$ cat src/hw/cexp_defs.svh
`ifndef CEXP_DEFS_SVH
`define CEXP_DEFS_SVH
// ------------------------------------------------------------
// register indices, byte address is index times four
// ------------------------------------------------------------
`define CEXP_IDX_DBGCTL 6'h17
`define CEXP_IDX_DEBUG_EXCEPTION_PC 6'h18
`define CEXP_IDX_EEPC 6'h1e
`define CEXP_IDX_DSAVE 6'h1f
`define CEXP_IDX_IBPA 6'h20
`define CEXP_IDX_DBPA 6'h21
`define CEXP_IDX_DBPV 6'h22
`define CEXP_IDX_IMSK 6'h23
// ------------------------------------------------------------
// debug control fields
// ------------------------------------------------------------
`define CEXP_DC_SST 0
`define CEXP_DC_BRK 1
`define CEXP_DC_IBP 2
`define CEXP_DC_DBP 3
`define CEXP_DC_DVB 4
`define CEXP_DC_LVB 5
`define CEXP_DC_CODE 8
`define CEXP_DC_DM 30
// ------------------------------------------------------------
// reset values and bus answers
// ------------------------------------------------------------
`define CEXP_RST_WORD 32'h0000_0000
`define CEXP_RST_IMSK 8'h00
`define CEXP_RESP_OKAY 2'h0
`define CEXP_RESP_SLVERR 2'h2
`define CEXP_N_EXC 21
`endif

$ cat src/hw/cexp_pkg.sv
`include "cexp_defs.svh"
package cexp_pkg;
	typedef enum logic [4:0] {
		EXC_RESET = 5'h00, EXC_DSS = 5'h01, EXC_DEBUG_INTERRUPT = 5'h02, EXC_NMI = 5'h03,
		EXC_INT = 5'h04, EXC_DIB = 5'h05, EXC_FADR = 5'h06, EXC_IBE = 5'h07,
		EXC_DBP = 5'h08, EXC_SYS = 5'h09, EXC_BP = 5'h0a, EXC_RI = 5'h0b,
		EXC_CPU = 5'h0c, EXC_CEU = 5'h0d, EXC_OV = 5'h0e, EXC_TR = 5'h0f,
		EXC_DDB = 5'h10, EXC_LADR = 5'h11, EXC_SADR = 5'h12, EXC_DBE = 5'h13,
		EXC_DEBUG_LOAD_VALUE_MATCH = 5'h14
	} cexp_exc_e;
	typedef enum logic [1:0] {MODE_RUN = 2'b01, MODE_DEBUG = 2'b10} cexp_mode_e;
	typedef struct packed {
		logic step_done;
		logic dbg_return;
		logic fetch_valid;
		logic [31:0] fetch_addr;
		logic fetch_prot;
		logic fetch_berr;
		logic dbg_break_op;
		logic syscall_op;
		logic break_op;
		logic undef_op;
		logic cop_op;
		logic [1:0] cop_num;
		logic [3:0] cop_en;
		logic ext_op;
		logic ext_en;
		logic arith_trap;
		logic arith_sub;
		logic [31:0] op_a;
		logic [31:0] op_b;
		logic trap_op;
		logic trap_true;
		logic mem_valid;
		logic mem_store;
		logic [1:0] mem_size;
		logic [31:0] mem_addr;
		logic mem_prot;
		logic mem_berr;
		logic [31:0] store_data;
		logic load_valid;
		logic [31:0] load_data;
		logic [31:0] exc_pc;
	} cexp_pipe_s;
	typedef struct packed {
		logic take;
		cexp_exc_e code;
		logic debug;
		logic kill_wb;
	} cexp_exc_s;
endpackage

$ cat src/hw/cexp_prio.sv
`timescale 1ns/1ps
module cexp_prio #(
	parameter int N = 21,
	parameter int IW = 5
) (
	input wire logic [N-1:0] i_req,
	output logic o_any,
	output logic [IW-1:0] o_idx
);
	// ------------------------------------------------------------
	// lowest index wins
	// ------------------------------------------------------------
	always_comb begin
		o_any = 1'b0;
		o_idx = '0;
		for (int i = N - 1; i >= 0; i--) begin
			if (i_req[i]) begin
				o_any = 1'b1;
				o_idx = IW'(i);
			end
		end
	end
endmodule // cexp_prio

$ cat src/hw/cexp_top.sv
// The AXI4-Lite slave port was left to the implementer.
`timescale 1ns/1ps
`include "cexp_defs.svh"
// Behaviour
// - fixed priority resolves simultaneous exceptions
// - master clear or power-on takes reset
// - single step raises exception after step
// - debug pin or break request bit
// - nmi edge ranks below debug interrupt
// - interrupt only when requested and unmasked
// - fetch address matching breakpoint raises break
// - misaligned or protected fetch faults
// - fetch bus error raises fault
// - debug break opcode raises breakpoint
// - system call below debug breakpoint
// - software break below system call
// - undefined opcode raises reserved fault
// - disabled coprocessor instruction raises fault
// - disabled extension instruction raises fault
// - signed overflow faults, writeback killed
// - trap only when condition true
// - data address or store value break
// - misaligned or protected load faults
// - misaligned or protected store faults
// - data bus error raises fault
// - load value match, lowest priority
module cexp_top (
	input wire logic I_SYS_CLK,
	input wire logic I_RST_B,
	input wire logic I_MASTER_CLEAR_PIN_B,
	input wire logic I_DBG_INT,
	input wire logic I_NMI,
	input wire logic [7:0] I_IRQ,
	input wire cexp_pkg::cexp_pipe_s I_PIPE,
	output cexp_pkg::cexp_exc_s O_EXC,
	output logic O_DEBUG_MODE,
	input wire logic I_AXI_AWVALID,
	output logic O_AXI_AWREADY,
	input wire logic [7:0] I_AXI_AWADDR,
	input wire logic I_AXI_WVALID,
	output logic O_AXI_WREADY,
	input wire logic [31:0] I_AXI_WDATA,
	input wire logic [3:0] I_AXI_WSTRB,
	output logic O_AXI_BVALID,
	input wire logic I_AXI_BREADY,
	output logic [1:0] O_AXI_BRESP,
	input wire logic I_AXI_ARVALID,
	output logic O_AXI_ARREADY,
	input wire logic [7:0] I_AXI_ARADDR,
	output logic O_AXI_RVALID,
	input wire logic I_AXI_RREADY,
	output logic [31:0] O_AXI_RDATA,
	output logic [1:0] O_AXI_RRESP
);
	// ------------------------------------------------------------
	// state
	// ------------------------------------------------------------
	typedef struct packed {
		cexp_pkg::cexp_mode_e mode;
		logic por_pend;
		logic sst;
		logic brk;
		logic ibp_en;
		logic dbp_en;
		logic dvb_en;
		logic lvb_en;
		logic [4:0] last_code;
		logic [31:0] debug_exception_pc;
		logic [31:0] eepc;
		logic [31:0] dsave;
		logic [31:0] ibp_addr;
		logic [31:0] dbp_addr;
		logic [31:0] dbp_val;
		logic [7:0] irq_mask;
		cexp_pkg::cexp_exc_s exc;
		logic [1:0] master_clear_pin_s;
		logic [1:0] debug_interrupt_s;
		logic [2:0] nmi_s;
		logic [7:0] irq_s1;
		logic [7:0] irq_s2;
		logic aw_ok;
		logic w_ok;
		logic [5:0] aw_idx;
		logic [31:0] wdata;
		logic [3:0] wstrb;
		logic bvalid;
		logic [1:0] bresp;
		logic rvalid;
		logic [31:0] rdata;
		logic [1:0] rresp;
	} cexp_top_s;

	cexp_top_s st_q;
	cexp_top_s st_d;
	logic [1:0] rst_sync_q;
	logic rst_n;
	logic [`CEXP_N_EXC-1:0] req;
	logic req_any;
	logic [4:0] req_idx;
	logic aw_rdy;
	logic w_rdy;
	logic ar_rdy;

	// ------------------------------------------------------------
	// helpers
	// ------------------------------------------------------------
	function automatic logic misal(input logic [31:0] a, input logic [1:0] sz);
		misal = (sz == 2'h1) ? a[0] : (sz == 2'h2) ? (a[1:0] != 2'h0) : 1'b0;
	endfunction

	function automatic logic ovf(input logic [31:0] a, input logic [31:0] b, input logic sub);
		logic [31:0] r;
		r = sub ? (a - b) : (a + b);
		ovf = sub ? ((a[31] != b[31]) && (r[31] != a[31]))
			: ((a[31] == b[31]) && (r[31] != a[31]));
	endfunction

	function automatic logic is_dbg(input cexp_pkg::cexp_exc_e c);
		is_dbg = (c == cexp_pkg::EXC_DSS) || (c == cexp_pkg::EXC_DEBUG_INTERRUPT)
			|| (c == cexp_pkg::EXC_DIB) || (c == cexp_pkg::EXC_DBP)
			|| (c == cexp_pkg::EXC_DDB) || (c == cexp_pkg::EXC_DEBUG_LOAD_VALUE_MATCH);
	endfunction

	function automatic logic [31:0] mrg(input logic [31:0] o, input logic [31:0] n,
		input logic [3:0] s);
		for (int b = 0; b < 4; b++) begin
			o[b*8 +: 8] = s[b] ? n[b*8 +: 8] : o[b*8 +: 8];
		end
		mrg = o;
	endfunction

	function automatic logic [31:0] dbgctl(input cexp_top_s s);
		dbgctl = `CEXP_RST_WORD;
		dbgctl[`CEXP_DC_SST] = s.sst;
		dbgctl[`CEXP_DC_BRK] = s.brk;
		dbgctl[`CEXP_DC_IBP] = s.ibp_en;
		dbgctl[`CEXP_DC_DBP] = s.dbp_en;
		dbgctl[`CEXP_DC_DVB] = s.dvb_en;
		dbgctl[`CEXP_DC_LVB] = s.lvb_en;
		dbgctl[`CEXP_DC_CODE +: 5] = s.last_code;
		dbgctl[`CEXP_DC_DM] = (s.mode == cexp_pkg::MODE_DEBUG);
	endfunction

	// returns {hit, data}
	function automatic logic [32:0] rd(input cexp_top_s s, input logic [5:0] idx);
		case (idx)
			`CEXP_IDX_DBGCTL: rd = {1'b1, dbgctl(s)};
			`CEXP_IDX_DEBUG_EXCEPTION_PC: rd = {1'b1, s.debug_exception_pc};
			`CEXP_IDX_EEPC: rd = {1'b1, s.eepc};
			`CEXP_IDX_DSAVE: rd = {1'b1, s.dsave};
			`CEXP_IDX_IBPA: rd = {1'b1, s.ibp_addr};
			`CEXP_IDX_DBPA: rd = {1'b1, s.dbp_addr};
			`CEXP_IDX_DBPV: rd = {1'b1, s.dbp_val};
			`CEXP_IDX_IMSK: rd = {1'b1, 24'h00_0000, s.irq_mask};
			default: rd = {1'b0, `CEXP_RST_WORD};
		endcase
	endfunction

	// ------------------------------------------------------------
	// reset release
	// ------------------------------------------------------------
	always_ff @(posedge I_SYS_CLK or negedge I_RST_B) begin
		if (!I_RST_B) begin
			rst_sync_q <= 2'h0;
		end else begin
			rst_sync_q <= {rst_sync_q[0], 1'b1};
		end
	end
	assign rst_n = rst_sync_q[1];

	// ------------------------------------------------------------
	// exception requests, index order is priority order
	// ------------------------------------------------------------
	logic run;
	logic dmatch;
	assign run = (st_q.mode == cexp_pkg::MODE_RUN);
	assign dmatch = I_PIPE.mem_valid && (I_PIPE.mem_addr == st_q.dbp_addr);

	always_comb begin
		req = '0;
		req[cexp_pkg::EXC_RESET] = !st_q.master_clear_pin_s[1] || st_q.por_pend;
		req[cexp_pkg::EXC_DSS] = run && st_q.sst && I_PIPE.step_done;
		req[cexp_pkg::EXC_DEBUG_INTERRUPT] = run && (st_q.debug_interrupt_s[1] || st_q.brk);
		req[cexp_pkg::EXC_NMI] = st_q.nmi_s[1] && !st_q.nmi_s[2];
		req[cexp_pkg::EXC_INT] = |(st_q.irq_s2 & st_q.irq_mask);
		req[cexp_pkg::EXC_DIB] = run && st_q.ibp_en && I_PIPE.fetch_valid
			&& (I_PIPE.fetch_addr == st_q.ibp_addr);
		req[cexp_pkg::EXC_FADR] = I_PIPE.fetch_valid
			&& ((I_PIPE.fetch_addr[1:0] != 2'h0) || I_PIPE.fetch_prot);
		req[cexp_pkg::EXC_IBE] = I_PIPE.fetch_valid && I_PIPE.fetch_berr;
		req[cexp_pkg::EXC_DBP] = I_PIPE.dbg_break_op;
		req[cexp_pkg::EXC_SYS] = I_PIPE.syscall_op;
		req[cexp_pkg::EXC_BP] = I_PIPE.break_op;
		req[cexp_pkg::EXC_RI] = I_PIPE.undef_op;
		req[cexp_pkg::EXC_CPU] = I_PIPE.cop_op && !I_PIPE.cop_en[I_PIPE.cop_num];
		req[cexp_pkg::EXC_CEU] = I_PIPE.ext_op && !I_PIPE.ext_en;
		req[cexp_pkg::EXC_OV] = I_PIPE.arith_trap
			&& ovf(I_PIPE.op_a, I_PIPE.op_b, I_PIPE.arith_sub);
		req[cexp_pkg::EXC_TR] = I_PIPE.trap_op && I_PIPE.trap_true;
		req[cexp_pkg::EXC_DDB] = run && dmatch && (st_q.dbp_en || (st_q.dvb_en
			&& I_PIPE.mem_store && (I_PIPE.store_data == st_q.dbp_val)));
		req[cexp_pkg::EXC_LADR] = I_PIPE.mem_valid && !I_PIPE.mem_store
			&& (misal(I_PIPE.mem_addr, I_PIPE.mem_size) || I_PIPE.mem_prot);
		req[cexp_pkg::EXC_SADR] = I_PIPE.mem_valid && I_PIPE.mem_store
			&& (misal(I_PIPE.mem_addr, I_PIPE.mem_size) || I_PIPE.mem_prot);
		req[cexp_pkg::EXC_DBE] = I_PIPE.mem_valid && I_PIPE.mem_berr;
		req[cexp_pkg::EXC_DEBUG_LOAD_VALUE_MATCH] = run && st_q.lvb_en && I_PIPE.load_valid
			&& (I_PIPE.load_data == st_q.dbp_val);
	end

	// one winner per cycle, the rest are dropped for this instruction
	cexp_prio #(
		.N(`CEXP_N_EXC),
		.IW(5)
	) u_prio (
		.i_req(req),
		.o_any(req_any),
		.o_idx(req_idx)
	);

	// ------------------------------------------------------------
	// next state
	// ------------------------------------------------------------
	assign aw_rdy = !st_q.aw_ok && !st_q.bvalid;
	assign w_rdy = !st_q.w_ok && !st_q.bvalid;
	assign ar_rdy = !st_q.rvalid;

	always_comb begin
		cexp_pkg::cexp_exc_e code;
		logic [32:0] r;
		logic [31:0] wv;
		st_d = st_q;
		code = cexp_pkg::cexp_exc_e'(req_idx);
		r = rd(st_q, I_AXI_ARADDR[7:2]);
		wv = `CEXP_RST_WORD;
		st_d.master_clear_pin_s = {st_q.master_clear_pin_s[0], I_MASTER_CLEAR_PIN_B};
		st_d.debug_interrupt_s = {st_q.debug_interrupt_s[0], I_DBG_INT};
		st_d.nmi_s = {st_q.nmi_s[1:0], I_NMI};
		st_d.irq_s1 = I_IRQ;
		st_d.irq_s2 = st_q.irq_s1;
		st_d.exc.take = req_any;
		st_d.exc.code = code;
		st_d.exc.debug = req_any && is_dbg(code);
		st_d.exc.kill_wb = req_any;
		if (I_PIPE.dbg_return && !run) begin
			st_d.mode = cexp_pkg::MODE_RUN;
		end
		if (req_any) begin
			st_d.last_code = req_idx;
			if (is_dbg(code)) begin
				// a debug entry saves the return point
				st_d.debug_exception_pc = I_PIPE.exc_pc;
				st_d.mode = cexp_pkg::MODE_DEBUG;
			end
			if (code == cexp_pkg::EXC_DEBUG_INTERRUPT) begin
				st_d.brk = 1'b0;
			end
			if (code == cexp_pkg::EXC_RESET || code == cexp_pkg::EXC_NMI) begin
				st_d.eepc = I_PIPE.exc_pc;
			end
			if (code == cexp_pkg::EXC_RESET) begin
				st_d.por_pend = 1'b0;
				st_d.mode = cexp_pkg::MODE_RUN;
			end
		end
		// ------------------------------------------------------------
		// register bus; a software write lands after the hardware
		// update so a set of the break bit beats its clear
		// ------------------------------------------------------------
		if (I_AXI_AWVALID && aw_rdy) begin
			st_d.aw_ok = 1'b1;
			st_d.aw_idx = I_AXI_AWADDR[7:2];
		end
		if (I_AXI_WVALID && w_rdy) begin
			st_d.w_ok = 1'b1;
			st_d.wdata = I_AXI_WDATA;
			st_d.wstrb = I_AXI_WSTRB;
		end
		if (st_q.aw_ok && st_q.w_ok) begin
			st_d.aw_ok = 1'b0;
			st_d.w_ok = 1'b0;
			st_d.bvalid = 1'b1;
			st_d.bresp = `CEXP_RESP_OKAY;
			case (st_q.aw_idx)
				`CEXP_IDX_DBGCTL: begin
					wv = mrg(dbgctl(st_q), st_q.wdata, st_q.wstrb);
					st_d.sst = wv[`CEXP_DC_SST];
					st_d.brk = (st_q.wstrb[0] && st_q.wdata[`CEXP_DC_BRK]) || st_d.brk;
					st_d.ibp_en = wv[`CEXP_DC_IBP];
					st_d.dbp_en = wv[`CEXP_DC_DBP];
					st_d.dvb_en = wv[`CEXP_DC_DVB];
					st_d.lvb_en = wv[`CEXP_DC_LVB];
				end
				`CEXP_IDX_DEBUG_EXCEPTION_PC: st_d.debug_exception_pc = mrg(st_q.debug_exception_pc, st_q.wdata, st_q.wstrb);
				`CEXP_IDX_EEPC: st_d.eepc = mrg(st_q.eepc, st_q.wdata, st_q.wstrb);
				`CEXP_IDX_DSAVE: st_d.dsave = mrg(st_q.dsave, st_q.wdata, st_q.wstrb);
				`CEXP_IDX_IBPA: st_d.ibp_addr = mrg(st_q.ibp_addr, st_q.wdata, st_q.wstrb);
				`CEXP_IDX_DBPA: st_d.dbp_addr = mrg(st_q.dbp_addr, st_q.wdata, st_q.wstrb);
				`CEXP_IDX_DBPV: st_d.dbp_val = mrg(st_q.dbp_val, st_q.wdata, st_q.wstrb);
				`CEXP_IDX_IMSK: begin
					if (st_q.wstrb[0]) begin
						st_d.irq_mask = st_q.wdata[7:0];
					end
				end
				default: st_d.bresp = `CEXP_RESP_SLVERR;
			endcase
		end
		if (st_q.bvalid && I_AXI_BREADY) begin
			st_d.bvalid = 1'b0;
		end
		if (st_q.rvalid && I_AXI_RREADY) begin
			st_d.rvalid = 1'b0;
		end
		if (I_AXI_ARVALID && ar_rdy) begin
			st_d.rvalid = 1'b1;
			st_d.rdata = r[31:0];
			st_d.rresp = r[32] ? `CEXP_RESP_OKAY : `CEXP_RESP_SLVERR;
		end
	end

	always_ff @(posedge I_SYS_CLK or negedge rst_n) begin
		if (!rst_n) begin
			st_q <= '0;
			st_q.mode <= cexp_pkg::MODE_RUN;
			st_q.por_pend <= 1'b1;
			st_q.master_clear_pin_s <= 2'h3;
			st_q.irq_mask <= `CEXP_RST_IMSK;
		end else begin
			st_q <= st_d;
		end
	end

	// ------------------------------------------------------------
	// outputs
	// ------------------------------------------------------------
	assign O_EXC = st_q.exc;
	assign O_DEBUG_MODE = (st_q.mode == cexp_pkg::MODE_DEBUG);
	assign O_AXI_AWREADY = aw_rdy;
	assign O_AXI_WREADY = w_rdy;
	assign O_AXI_BVALID = st_q.bvalid;
	assign O_AXI_BRESP = st_q.bresp;
	assign O_AXI_ARREADY = ar_rdy;
	assign O_AXI_RVALID = st_q.rvalid;
	assign O_AXI_RDATA = st_q.rdata;
	assign O_AXI_RRESP = st_q.rresp;
endmodule // cexp_top

$ cat config.mk
export PLATFORM = sky130hd
export DESIGN_NAME = cexp_top
export DESIGN_NICKNAME = d
export VERILOG_FILES = /design/src/hw/cexp_pkg.sv /design/src/hw/cexp_prio.sv /design/src/hw/cexp_top.sv
export VERILOG_INCLUDE_DIRS = /design/src /design/src/hw
export SDC_FILE = /design/constraint.sdc
export NUM_CORES = 1
export LEC_CHECK = 0
export ABC_AREA = 1
export CORE_AREA = 5 5 236 238
export CTS_BUF_LIST = sky130_fd_sc_hd__clkbuf_4
export CTS_CLUSTER_DIAMETER = 40
export DETAILED_ROUTE_END_ITERATION = 7
export DIE_AREA = 0 0 241 243
export DONT_BUFFER_PORTS = 1
export PLACE_DENSITY = 0.49
export SLEW_MARGIN = 10
export SYNTH_ARGS = -nofsm -noshare
export SYNTH_HDL_FRONTEND = slang
export SYNTH_SLANG_ARGS = --single-unit
$ cat constraint.sdc
create_clock -name I_SYS_CLK -period 27.7 [get_ports I_SYS_CLK]
set_input_delay 2.77 -clock I_SYS_CLK [delete_from_list [all_inputs] [get_ports I_SYS_CLK]]
set_output_delay 2.77 -clock I_SYS_CLK [all_outputs]
set_load 0.02 [all_outputs]
# Word level (Yosys, flattened, before mapping)
# Cells that the tools add are included.
# Widths: inputs -> output; s select.
[word_totals]
register_bits = 328
out_inout_bits = 50
[op_classes]
addsub = 2
magnitude_cmp = 1
n_eq_ne = 42
n_mux = 99
bitwise_logic = 1
n_reduce_logical = 89
[ops]
columns = ["cell", "count"]
rows = [
  ["$mux 32", 9],
  ["$pmux 33 s8", 1],
  ["$mux 200", 1],
  ["$mux 8", 22],
  ["$eq 32x32->1", 4],
  ["$mux 5", 23],
  ["$mux 64", 1],
  ["$reduce_and 3->1", 18],
  ["$eq 6x5->1 const B", 8],
  ["$eq 6x6->1 const B", 8],
  ["$logic_and 1x1->1", 39],
  ["$mux 35", 1],
  ["$add 32x32->32", 1],
  ["$sub 32x32->32", 1],
  ["$mux 1", 31],
  ["$ne 3x3->1 const B", 8],
  ["$reduce_or 8->1", 2],
  ["$logic_or 1x1->1", 12],
  ["$reduce_bool 2->1", 6],
  ["$eq 5x2->1 const B", 2],
  ["$eq 5x5->1 const B", 2],
  ["$logic_not 1->1", 10],
  ["$mux 2", 5],
  ["$mux 3", 3],
  ["other kinds (13)", 16],
]

# Logic depth before layout (Yosys ltp)
# Gate-level depths: netlist of run 1.
[depth]
depth_word = 35
mapped_depth = 44

# Hierarchy
# A second synthesis of run 1 with hierarchy kept.
[hier_totals]
hier_cells = 2339
hier_area_um2 = 18012.3
[by_module_without_submodules]
columns = ["mod", "n_inst", "cells_each", "area_each_um2", "seq_area_each_um2"]
rows = [
  ["cexp_top", 1, 2273, 17734.5, 8162.8],
  ["cexp_prio", 1, 66, 277.8, 0.0],
]

# Worst setup path after synthesis of run 1
# No wires, ideal clock.
[synth_path]
path_type = "input port to flip-flop"
start = "input port I_PIPE[143] (netlist bit)"
end = "register st_q[297] (netlist bit)"
arrival_time_ps = 6308
setup_slack_ps = 21276
path_stages = 41
cell_sequence = "nor2_1 nand2_2 nor2_4 nand2_1 o21ai_0 o21ai_0 a21oi_1 xor2_1 ha_1 nand2_1 nor3_1 nand2_1 nor2_1 nand2_1 nand2_1 nand2_1 nand2_1 nand2_2 [5 not listed] nand2_1 nand2_1 nand2_1 nand2_1 nand2_1 nand2_1 nand2_1 nand2_2 nand2_2 nand2_2 nand2_2 a21oi_4 nand2_4 buf_6 nand2_1 nand3_1 nand2_1 nand2_1"
[synth_via]
elab_chain_cells = 31
elab_cells_between_ends = 53
cone_classes = "add/sub (2); eq/ne (7); mux (36); reduce/logical (8)"
[synth_rtl]
columns = ["item", "line", "text"]
rows = [
  ["start, declared", "cexp_top.sv:34", "input wire cexp_pkg::cexp_pipe_s I_PIPE,"],
  ["$add 32x32->32 / $sub 32x32->32 (equally long branches)", "cexp_top.sv:113", "r = sub ? (a - b) : (a + b);"],
  ["$mux 32 (*)", "cexp_top.sv:113", ""],
  ["$ne 1x1->1 (*)", "cexp_top.sv:114, cexp_top.sv:115", ""],
  ["$logic_and 1x1->1, on equally long branches", "cexp_top.sv:115, cexp_top.sv:114", ""],
  ["$mux 1 (*)", "cexp_top.sv:114", "ovf = sub ? ((a[31] != b[31]) && (r[31] != a[31]))"],
  ["$logic_and 1x1->1 (*)", "cexp_top.sv:198", "&& ovf(I_PIPE.op_a, I_PIPE.op_b, I_PIPE.arith_sub);"],
  ["$mux 5 (15 in a row)", "cexp_prio.sv:17", "if (i_req[i]) begin"],
  ["$eq 5x1->1 / $eq 5x2->1 (equally long branches)", "cexp_top.sv:119", "is_dbg = (c == cexp_pkg::EXC_DSS) || (c == cexp_pkg::EXC_DEBUG_INTERRUPT)"],
  ["$logic_or 1x1->1", "cexp_top.sv:119", ""],
  ["$logic_or 1x1->1 (2 in a row)", "cexp_top.sv:120", "|| (c == cexp_pkg::EXC_DIB) || (c == cexp_pkg::EXC_DBP)"],
  ["$logic_or 1x1->1 (2 in a row)", "cexp_top.sv:121", "|| (c == cexp_pkg::EXC_DDB) || (c == cexp_pkg::EXC_DEBUG_LOAD_VALUE_MATCH);"],
  ["$mux 32", "cexp_top.sv:250", "if (is_dbg(code)) begin"],
  ["$mux 64 (*)", "cexp_top.sv:248", "if (req_any) begin"],
  ["$mux 32", "cexp_top.sv:284", "case (st_q.aw_idx)"],
  ["$mux 200 (*)", "cexp_top.sv:279", "if (st_q.aw_ok && st_q.w_ok) begin"],
  ["end signal, assigned", "cexp_top.sv:329", "st_q <= st_d;"],
  ["end, declared", "cexp_top.sv:93", "cexp_top_s st_q;"],
]
# Every way passes the cells marked *; elsewhere a longest branch is shown, timed or not.
# A chain may end at the register's enable or synchronous reset.

# Worst setup path after layout of run 1
[layout_path]
start = "input port I_PIPE[138] (netlist bit)"
end = "register st_q[289] (netlist bit)"
# Same word-level chain as after synthesis.

==> summary.json, run 1 <==
{
  "setup_viols_final": {"value": 0},
  "drt_wl_total": {"value": 74260, "unit": "um"},
  "setup_slack": {"value": 20150, "unit": "ps"},
  "setup.worst_path.class": {"value": "in2reg"},
  "synth.yosys.warnings": {"value": 0},
  "netlist.top_cell.by_area": {"value": "sky130_fd_sc_hd__dfrtp_1"},
  "proportion_of_layout_cells_with_a_drive_suffix_above_1": {"value": 9.233, "unit": "%"},
  "req_time_crit_path": {"value": 28390, "unit": "ps"},
  "synth_sequential_area_ratio": {"value": 44.22, "unit": "%"},
  "maxSlewHeadroom": {"value": 23.30, "unit": "%"},
  "hold_violations": {"value": 0},
  "irDropWorstVdd": {"value": 0.04184, "unit": "mV"},
  "synth_area": {"value": 18460, "unit": "sq um"},
  "drt_drc_violations_left": {"value": 0},
  "grt_antenna_before_repair": {"value": 2},
  "setup_total_negative_slack": {"value": 0, "unit": "ps"},
  "cts_hold_buf": {"value": 0},
  "clkTransAtPathRegs": {"value": 60, "unit": "ps"},
  "path_max_fanout": {"value": 34},
  "ctsRootBufferMaster": {"value": "sky130_fd_sc_hd__clkbuf_4"},
  "timing.critical_path.mode_cell": {"value": "sky130_fd_sc_hd__nand2_1"},
  "syn_avg_cell_area": {"value": 7.586, "unit": "sq um"},
  "synth_edf_count": {"value": 0},
  "worst_skew_late_latency": {"value": 840, "unit": "ps"},
  "starting_density_of_the_core": {"value": 34.57, "unit": "%"},
  "power.density_cell_area": {"value": 78.63, "unit": "nW/um^2"},
  "num_rows": {"value": 85},
  "dieHeight": {"value": 243, "unit": "um"},
  "design.core.area": {"value": 53390, "unit": "sq um"},
  "worstPathArrival": {"value": 8240, "unit": "ps"},
  "worst_setup_path_start_kind": {"value": "primary input"},
  "grt_pass1_wl": {"value": 107000, "unit": "um"},
  "layout_min_cycle_time": {"value": 7552, "unit": "ps"},
  "postPlaceCellArea": {"value": 18820, "unit": "sq um"},
  "area_growth_syn_to_layout": {"value": 8.636, "unit": "%"},
  "dp_cells": {"value": 3024},
  "run_status": {"value": "finished clean"},
  "final_net_count": {"value": 2783},
  "global_route.usage.total": {"value": 24.37, "unit": "%"},
  "worst_path_largest_cell_delay": {"value": 890, "unit": "ps"},
  "post_drt_via_cell_ratio": {"value": 5.287},
  "wl_met2": {"value": 32140, "unit": "um"},
  "post_synth_num_cell_types": {"value": 50},
  "yosysMostFrequentCell": {"value": "sky130_fd_sc_hd__nand2_1"},
  "clock_skew": {"value": 55.98, "unit": "ps"},
  "post_synth_most_frequent_cells": {"value": "sky130_fd_sc_hd__nand2_1 (744), sky130_fd_sc_hd__dfrtp_1 (322), sky130_fd_sc_hd__o21ai_0 (253)"},
  "die-width": {"value": 241, "unit": "um"},
  "number_of_buffers_inserted_by_port_buffering": {"value": 0},
  "synth-main-ff-cell": {"value": "sky130_fd_sc_hd__dfrtp_1"},
  "ys_ff_latch": {"value": 326},
  "clock_tree.buffer_depth": {"value": 3},
  "hold_ws": {"value": 334.0, "unit": "ps"},
  "grt_overflow": {"value": 0},
  "dp_hpwl": {"value": 57480, "unit": "um"},
  "grt_pass1_vias": {"value": 16240},
  "initialDrtViolationCount": {"value": 1503},
  "cell_at_the_slowest_stage_of_the_critical_path": {"value": "sky130_fd_sc_hd__a21oi_4"},
  "max_freq": {"value": 132.4, "unit": "MHz"},
  "final.period_utilization": {"value": 27.26, "unit": "%"},
  "cts.repair.resized": {"value": 0},
  "yosysTopAreaCellShare": {"value": 43.66, "unit": "%"},
  "drv_cap": {"value": 0},
  "drt.antenna.violating_nets": {"value": 0},
  "cts_htree_levels": {"value": 3},
  "num_vias": {"value": 16910},
  "final_cells": {"value": 3199},
  "finalInstanceArea": {"value": 20050, "unit": "sq um"},
  "wirelength_met1": {"value": 31970, "unit": "um"},
  "avgRoutedWirePerCell": {"value": 23.21, "unit": "um"},
  "final_util": {"value": 37.56, "unit": "%"},
  "highest-signal-layer": {"value": "met5"},
  "timing_worst_slew_pin_value": {"value": 1148, "unit": "ps"},
  "detailedRoute.firstPassIterationCount": {"value": 6},
  "final_max_slew_viol_count": {"value": 0},
  "hold_class": {"value": "reg2async"},
  "post_synth_inst_count": {"value": 2433},
  "postCtsSetupBuffers": {"value": 0},
  "place_congestion": {"value": 0.9269},
  "synth.area.top_cells": {"value": "sky130_fd_sc_hd__dfrtp_1 (44%), sky130_fd_sc_hd__nand2_1 (15%), sky130_fd_sc_hd__o21ai_0 (6.9%), sky130_fd_sc_hd__inv_1 (4.2%), sky130_fd_sc_hd__nand3_1 (3.6%)"},
  "async_flop_share": {"value": 100.0, "unit": "%"},
  "dp_slack": {"value": 19400, "unit": "ps"},
  "cts-buffers-inserted": {"value": 99},
  "rsz_0062_raised_after_global_routing": {"value": "false"},
  "floorplan.die_area": {"value": 58560, "unit": "sq um"},
  "grt_start_max_net_pins": {"value": 151},
  "clock_sinks": {"value": 326},
  "cts_tree": {"value": "yes"},
  "met3RoutedLength": {"value": 8054, "unit": "um"},
  "power.static_leakage": {"value": 9.531, "unit": "nW"},
  "cp-end-kind": {"value": "flop"},
  "total_power": {"value": 1.577, "unit": "mW"},
  "boundaryPins": {"value": 373}
}
-- kinds of logic (layout without fill, tap and decap cells) --
logic type	after synthesis	after routing	synth area share (%)
adder cells (fa/ha/maj)	31	31	2.101
multiplexers	2	2	0.1220
flip-flops	326	326	44.22
AND/OR/NAND/NOR	1169	1169	26.20
buffers and inverters	336	403	8.121
other	2	5	0.04069
AO/OA/AOI/OAI	465	465	14.35
XOR/XNOR	102	102	4.840
-- sequential cells by signal, indices dropped and copies added, names as in the netlist --
name,count
O_AXI_BRESP,1
O_AXI_BVALID,1
O_AXI_RDATA,32
O_AXI_RRESP,1
O_AXI_RVALID,1
O_EXC,7
rst_sync_q,2
st_d,12
st_q,269
-- metal layers --
metal | GRT usage, % | vias up
li1 | - | 7997
met4 | 8.082 | 2
met5 | 0 | -
met1 | 33.61 | 8076
met2 | 35.78 | 738
met3 | 8.537 | 99
-- layout by cell type, fill, tap and decap left out, types with 10 or more instances in the layout --
master and n:
sky130_fd_sc_hd__nand2_1 742, sky130_fd_sc_hd__dfrtp_1 321, sky130_fd_sc_hd__o21ai_0 253, sky130_fd_sc_hd__inv_1 205, sky130_fd_sc_hd__nor2_1 174, sky130_fd_sc_hd__clkbuf_4 144
sky130_fd_sc_hd__nand3_1 133, sky130_fd_sc_hd__a21oi_1 93, sky130_fd_sc_hd__xnor2_1 66, sky130_fd_sc_hd__xor2_1 36, sky130_fd_sc_hd__nand4_1 31, sky130_fd_sc_hd__ha_1 31
sky130_fd_sc_hd__a221oi_1 29, sky130_fd_sc_hd__or2_2 25, sky130_fd_sc_hd__nor3_1 22, sky130_fd_sc_hd__clkinv_1 22, sky130_fd_sc_hd__buf_4 19, sky130_fd_sc_hd__a22oi_1 16
sky130_fd_sc_hd__nor4_1 14, sky130_fd_sc_hd__a21o_1 13, sky130_fd_sc_hd__nand2_2 11, sky130_fd_sc_hd__o22ai_1 11, sky130_fd_sc_hd__a31oi_1 10
-- final cells by class --
| cell class | count | area, sq um |
|---|---|---|
| antenna | 1 | 2.502 |
| tap | 696 | 870.8 |
| multi-input combinational | 1773 | 8835 |
| timing repair buffer | 20 | 162.7 |
| fill | 5634 | 33340 |
| clock inverter | 30 | 148.9 |
| clock buffer | 144 | 1081 |
| inverter | 209 | 784.5 |
| sequential | 326 | 8167 |
-- power breakdown --
group          switching [mW]  total [mW]  internal [mW]
combinational           0.290       0.405          0.115
sequential              0.105       0.699          0.594
clock                   0.227       0.473          0.246
-- critical path: cells and delay by family --
| family | cells | cell delay [ps] |
|---|---|---|
| xor gates and xnor gates | 1 | 110 |
| AOI/OAI and AO/OA | 4 | 1760 |
| adders and majority gates | 1 | 280 |
| and+or+nand+nor | 33 | 3150 |
| buffers and inverters | 1 | 90 |
-- final timing paths --
| kind | start | to | slack, ps | cells after the start |
|---|---|---|---|---|
| min in group I_SYS_CLK | st_d[87] | st_q[87] | 340 | 0 |
| worst min register to register | rst_sync_q[1] | st_q[124] | 330 | 0 |
| worst max register to register | st_q[325] | st_q[289] | 22910 | 33 |
| max in group asynchronous | rst_sync_q[1] | O_AXI_RDATA[29] | 25230 | 2 |
| worst max-delay path | I_PIPE[138] | st_q[289] | 20150 | 40 |
| worst min-delay path | rst_sync_q[1] | st_q[124] | 330 | 0 |
Note: power is estimated with default switching activity, not from simulation.
==> inputs of run 2 (changes only) <==
clock period = 7.21 ns   (was 27.7 ns; I/O delays follow)
==> summary.json, run 2 (synthesis results as in run 1) <==
{
  "run_status": {"value": "finished clean", "change": "unchanged"},
  "final_max_slew_viol_count": {"value": 0, "change": "unchanged"},
  "reg2reg_slack": {"value": 2600, "unit": "ps", "change": "was 22910 ps"},
  "setup.worst_path.class": {"value": "in2reg", "change": "unchanged"},
  "cp-end-kind": {"value": "flop", "change": "unchanged"},
  "critical-path-top-delay-family": {"value": "simple AND/OR/NAND/NOR gates", "change": "unchanged"},
  "worst_skew_late_latency": {"value": 860, "unit": "ps", "change": "was 840 ps"},
  "drt_drc_violations_left": {"value": 0, "change": "unchanged"},
  "path_max_fanout": {"value": 34, "change": "unchanged"},
  "req_time_crit_path": {"value": 7940, "unit": "ps", "change": "was 28390 ps"},
  "max_freq": {"value": 193.9, "unit": "MHz"},
  "final_net_count": {"value": 2844, "change": "was 2783"},
  "avgRoutedWirePerCell": {"value": 22.45, "unit": "um", "change": "was 23.21 um"},
  "initialDrtViolationCount": {"value": 1318, "change": "was 1503"},
  "clkTransAtPathRegs": {"value": 60, "unit": "ps", "change": "about the same"},
  "worstPathArrival": {"value": 5890, "unit": "ps", "change": "was 8240 ps"},
  "setup_total_negative_slack": {"value": 0, "unit": "ps", "change": "unchanged"},
  "num_vias": {"value": 17190, "change": "was 16910"},
  "number_of_buffers_inserted_by_port_buffering": {"value": 0, "change": "unchanged"},
  "floorplan.die_area": {"value": 58560, "unit": "sq um", "change": "unchanged"},
  "grt_pass1_wl": {"value": 105100, "unit": "um", "change": "was 107000 um"},
  "rsz_0062_raised_after_global_routing": {"value": "false", "change": "unchanged"},
  "proportion_of_layout_cells_with_a_drive_suffix_above_1": {"value": 8.889, "unit": "%", "change": "was 9.233%"},
  "drt.antenna.violating_nets": {"value": 0, "change": "unchanged"},
  "largest_register": {"value": "st_q", "change": "unchanged"},
  "die-width": {"value": 241, "unit": "um", "change": "unchanged"},
  "layout_min_cycle_time": {"value": 5157, "unit": "ps"},
  "power.static_leakage": {"value": 9.793, "unit": "nW", "change": "was 9.531 nW"},
  "final.period_utilization": {"value": 71.53, "unit": "%"},
  "grt_start_max_net_pins": {"value": 182, "change": "was 151"},
  "worst_path_largest_cell_delay": {"value": 560, "unit": "ps", "change": "was 890 ps"},
  "hold_class": {"value": "in2reg", "change": "was reg2async"},
  "cts_htree_levels": {"value": 3, "change": "unchanged"},
  "drv_cap": {"value": 0, "change": "unchanged"},
  "timing_worst_slew_pin_value": {"value": 1224, "unit": "ps", "change": "was 1148 ps"},
  "grt_antenna_before_repair": {"value": 1, "change": "was 2"},
  "detailedRoute.firstPassIterationCount": {"value": 5, "change": "was 6"},
  "cell_at_the_slowest_stage_of_the_critical_path": {"value": "sky130_fd_sc_hd__nand2_2", "change": "was sky130_fd_sc_hd__a21oi_4"},
  "irDropWorstVdd": {"value": 0.1626, "unit": "mV", "change": "was 0.04184 mV"},
  "cts_tree": {"value": "yes", "change": "unchanged"},
  "setup_viols_final": {"value": 0, "change": "unchanged"},
  "global_route.usage.total": {"value": 23.91, "unit": "%", "change": "was 24.37%"},
  "worst_setup_path_start_kind": {"value": "primary input", "change": "unchanged"},
  "clock_skew": {"value": 71.29, "unit": "ps", "change": "was 55.98 ps"},
  "starting_density_of_the_core": {"value": 34.57, "unit": "%", "change": "unchanged"},
  "boundaryPins": {"value": 373, "change": "unchanged"},
  "cts-buffers-inserted": {"value": 101, "change": "was 99"},
  "largest_register_ff_count": {"value": 269, "change": "unchanged"},
  "post_drt_via_cell_ratio": {"value": 5.268, "change": "was 5.287"},
  "dp_hpwl": {"value": 56950, "unit": "um", "change": "was 57480 um"},
  "design.core.area": {"value": 53390, "unit": "sq um", "change": "unchanged"},
  "layout_common_cells": {"value": "sky130_fd_sc_hd__nand2_1 (742), sky130_fd_sc_hd__dfrtp_1 (321), sky130_fd_sc_hd__o21ai_0 (253)", "change": "unchanged"},
  "grt_overflow": {"value": 0, "change": "unchanged"},
  "timing.critical_path.mode_cell": {"value": "sky130_fd_sc_hd__nand2_1", "change": "unchanged"},
  "clock_tree.buffer_depth": {"value": 3, "change": "unchanged"},
  "dieHeight": {"value": 243, "unit": "um", "change": "unchanged"},
  "power.density_cell_area": {"value": 295.5, "unit": "nW/um^2", "change": "was 78.63 nW/um^2"},
  "clock_sinks": {"value": 326, "change": "unchanged"},
  "ctsRootBufferMaster": {"value": "sky130_fd_sc_hd__clkbuf_4", "change": "unchanged"},
  "leading_cell_type_in_the_layout_fill_and_taps_excluded": {"value": "sky130_fd_sc_hd__nand2_1", "change": "unchanged"},
  "place_congestion": {"value": 0.9258, "change": "was 0.9269"},
  "worst-path-buf-inv": {"value": 0, "change": "was 1"},
  "grt_pass1_vias": {"value": 16240, "change": "about the same"},
  "num_rows": {"value": 85, "change": "unchanged"},
  "postCtsSetupBuffers": {"value": 0, "change": "unchanged"},
  "maxSlewHeadroom": {"value": 18.37, "unit": "%", "change": "was 23.30%"},
  "area_growth_syn_to_layout": {"value": 12.12, "unit": "%", "change": "was 8.636%"},
  "final_util": {"value": 38.76, "unit": "%", "change": "was 37.56%"},
  "drt_wl_total": {"value": 73240, "unit": "um", "change": "was 74260 um"},
  "hold_violations": {"value": 0, "change": "unchanged"}
}
[run 2: final timing paths]
check	startpoint	end	cells past startpoint
worst min-delay path	I_PIPE[23]	st_q[272]	4
min in group asynchronous	I_RST_B	rst_sync_q[1]	1
max in group asynchronous	rst_sync_q[1]	st_q[182]	1
worst min register to register	rst_sync_q[1]	st_q[155]	0
worst max-delay path	I_PIPE[143]	st_q[304]	40
worst max register to register	st_q[130]	st_q[304]	35
[run 2: cell type report]
class                      instances  area (sq um)
antenna                            1         2.502
clock buffer                     141          1059
clock inverter                    37         226.5
fill                            5625         32690
inverter                         209         784.5
multi-input combinational       1773          8835
sequential                       326          8167
tap                              696         870.8
timing repair buffer              79         750.7
[run 2: metal layers]
layer	vias up	routed length (um)	GRT usage, %
li1	8120	-	-
met1	8210	31090	32.82
met2	738	31660	35.03
met3	117	8274	8.446
met4	0	2212	8.297
met5	-	0	0
[run 2: power by group]
group | leakage, nW | switching [mW] | internal (mW)
registers | 4.19 | 0.401 | 2.28
clock network | 0.760 | 0.866 | 1.00
logic | 4.84 | 1.10 | 0.463
[run 2: worst min-delay path, cell delays in order]
cell,delay (ps)
sky130_fd_sc_hd__nand2_1,30
sky130_fd_sc_hd__nand3_1,50
sky130_fd_sc_hd__nand2_1,40
sky130_fd_sc_hd__nand2_1,50
[run 2: per-stage QoR]
stage          instance area, sq um  total power [mW]  cells  worst slack [ps]  hold WS (ps)
5_1_grt                       20690             6.532   3262              1596         36.78
4_1_cts                       20690             6.161   3261              2270         3.101
6_report                      20690             6.116   3262              2053         94.22
3_3_place_gp                  18830             4.176   3025              1459         305.7
2_1_floorplan                 18470             3.647   2435              1883         331.1
3_5_place_dp                  18830             4.230   3025              1333         307.6
[run 2: repair_timing]
item	in CTS	in global routing
setup endpoints to repair	0	0
hold buffers	58	0
hold endpoints to repair	60	0
gates resized for setup	0	0
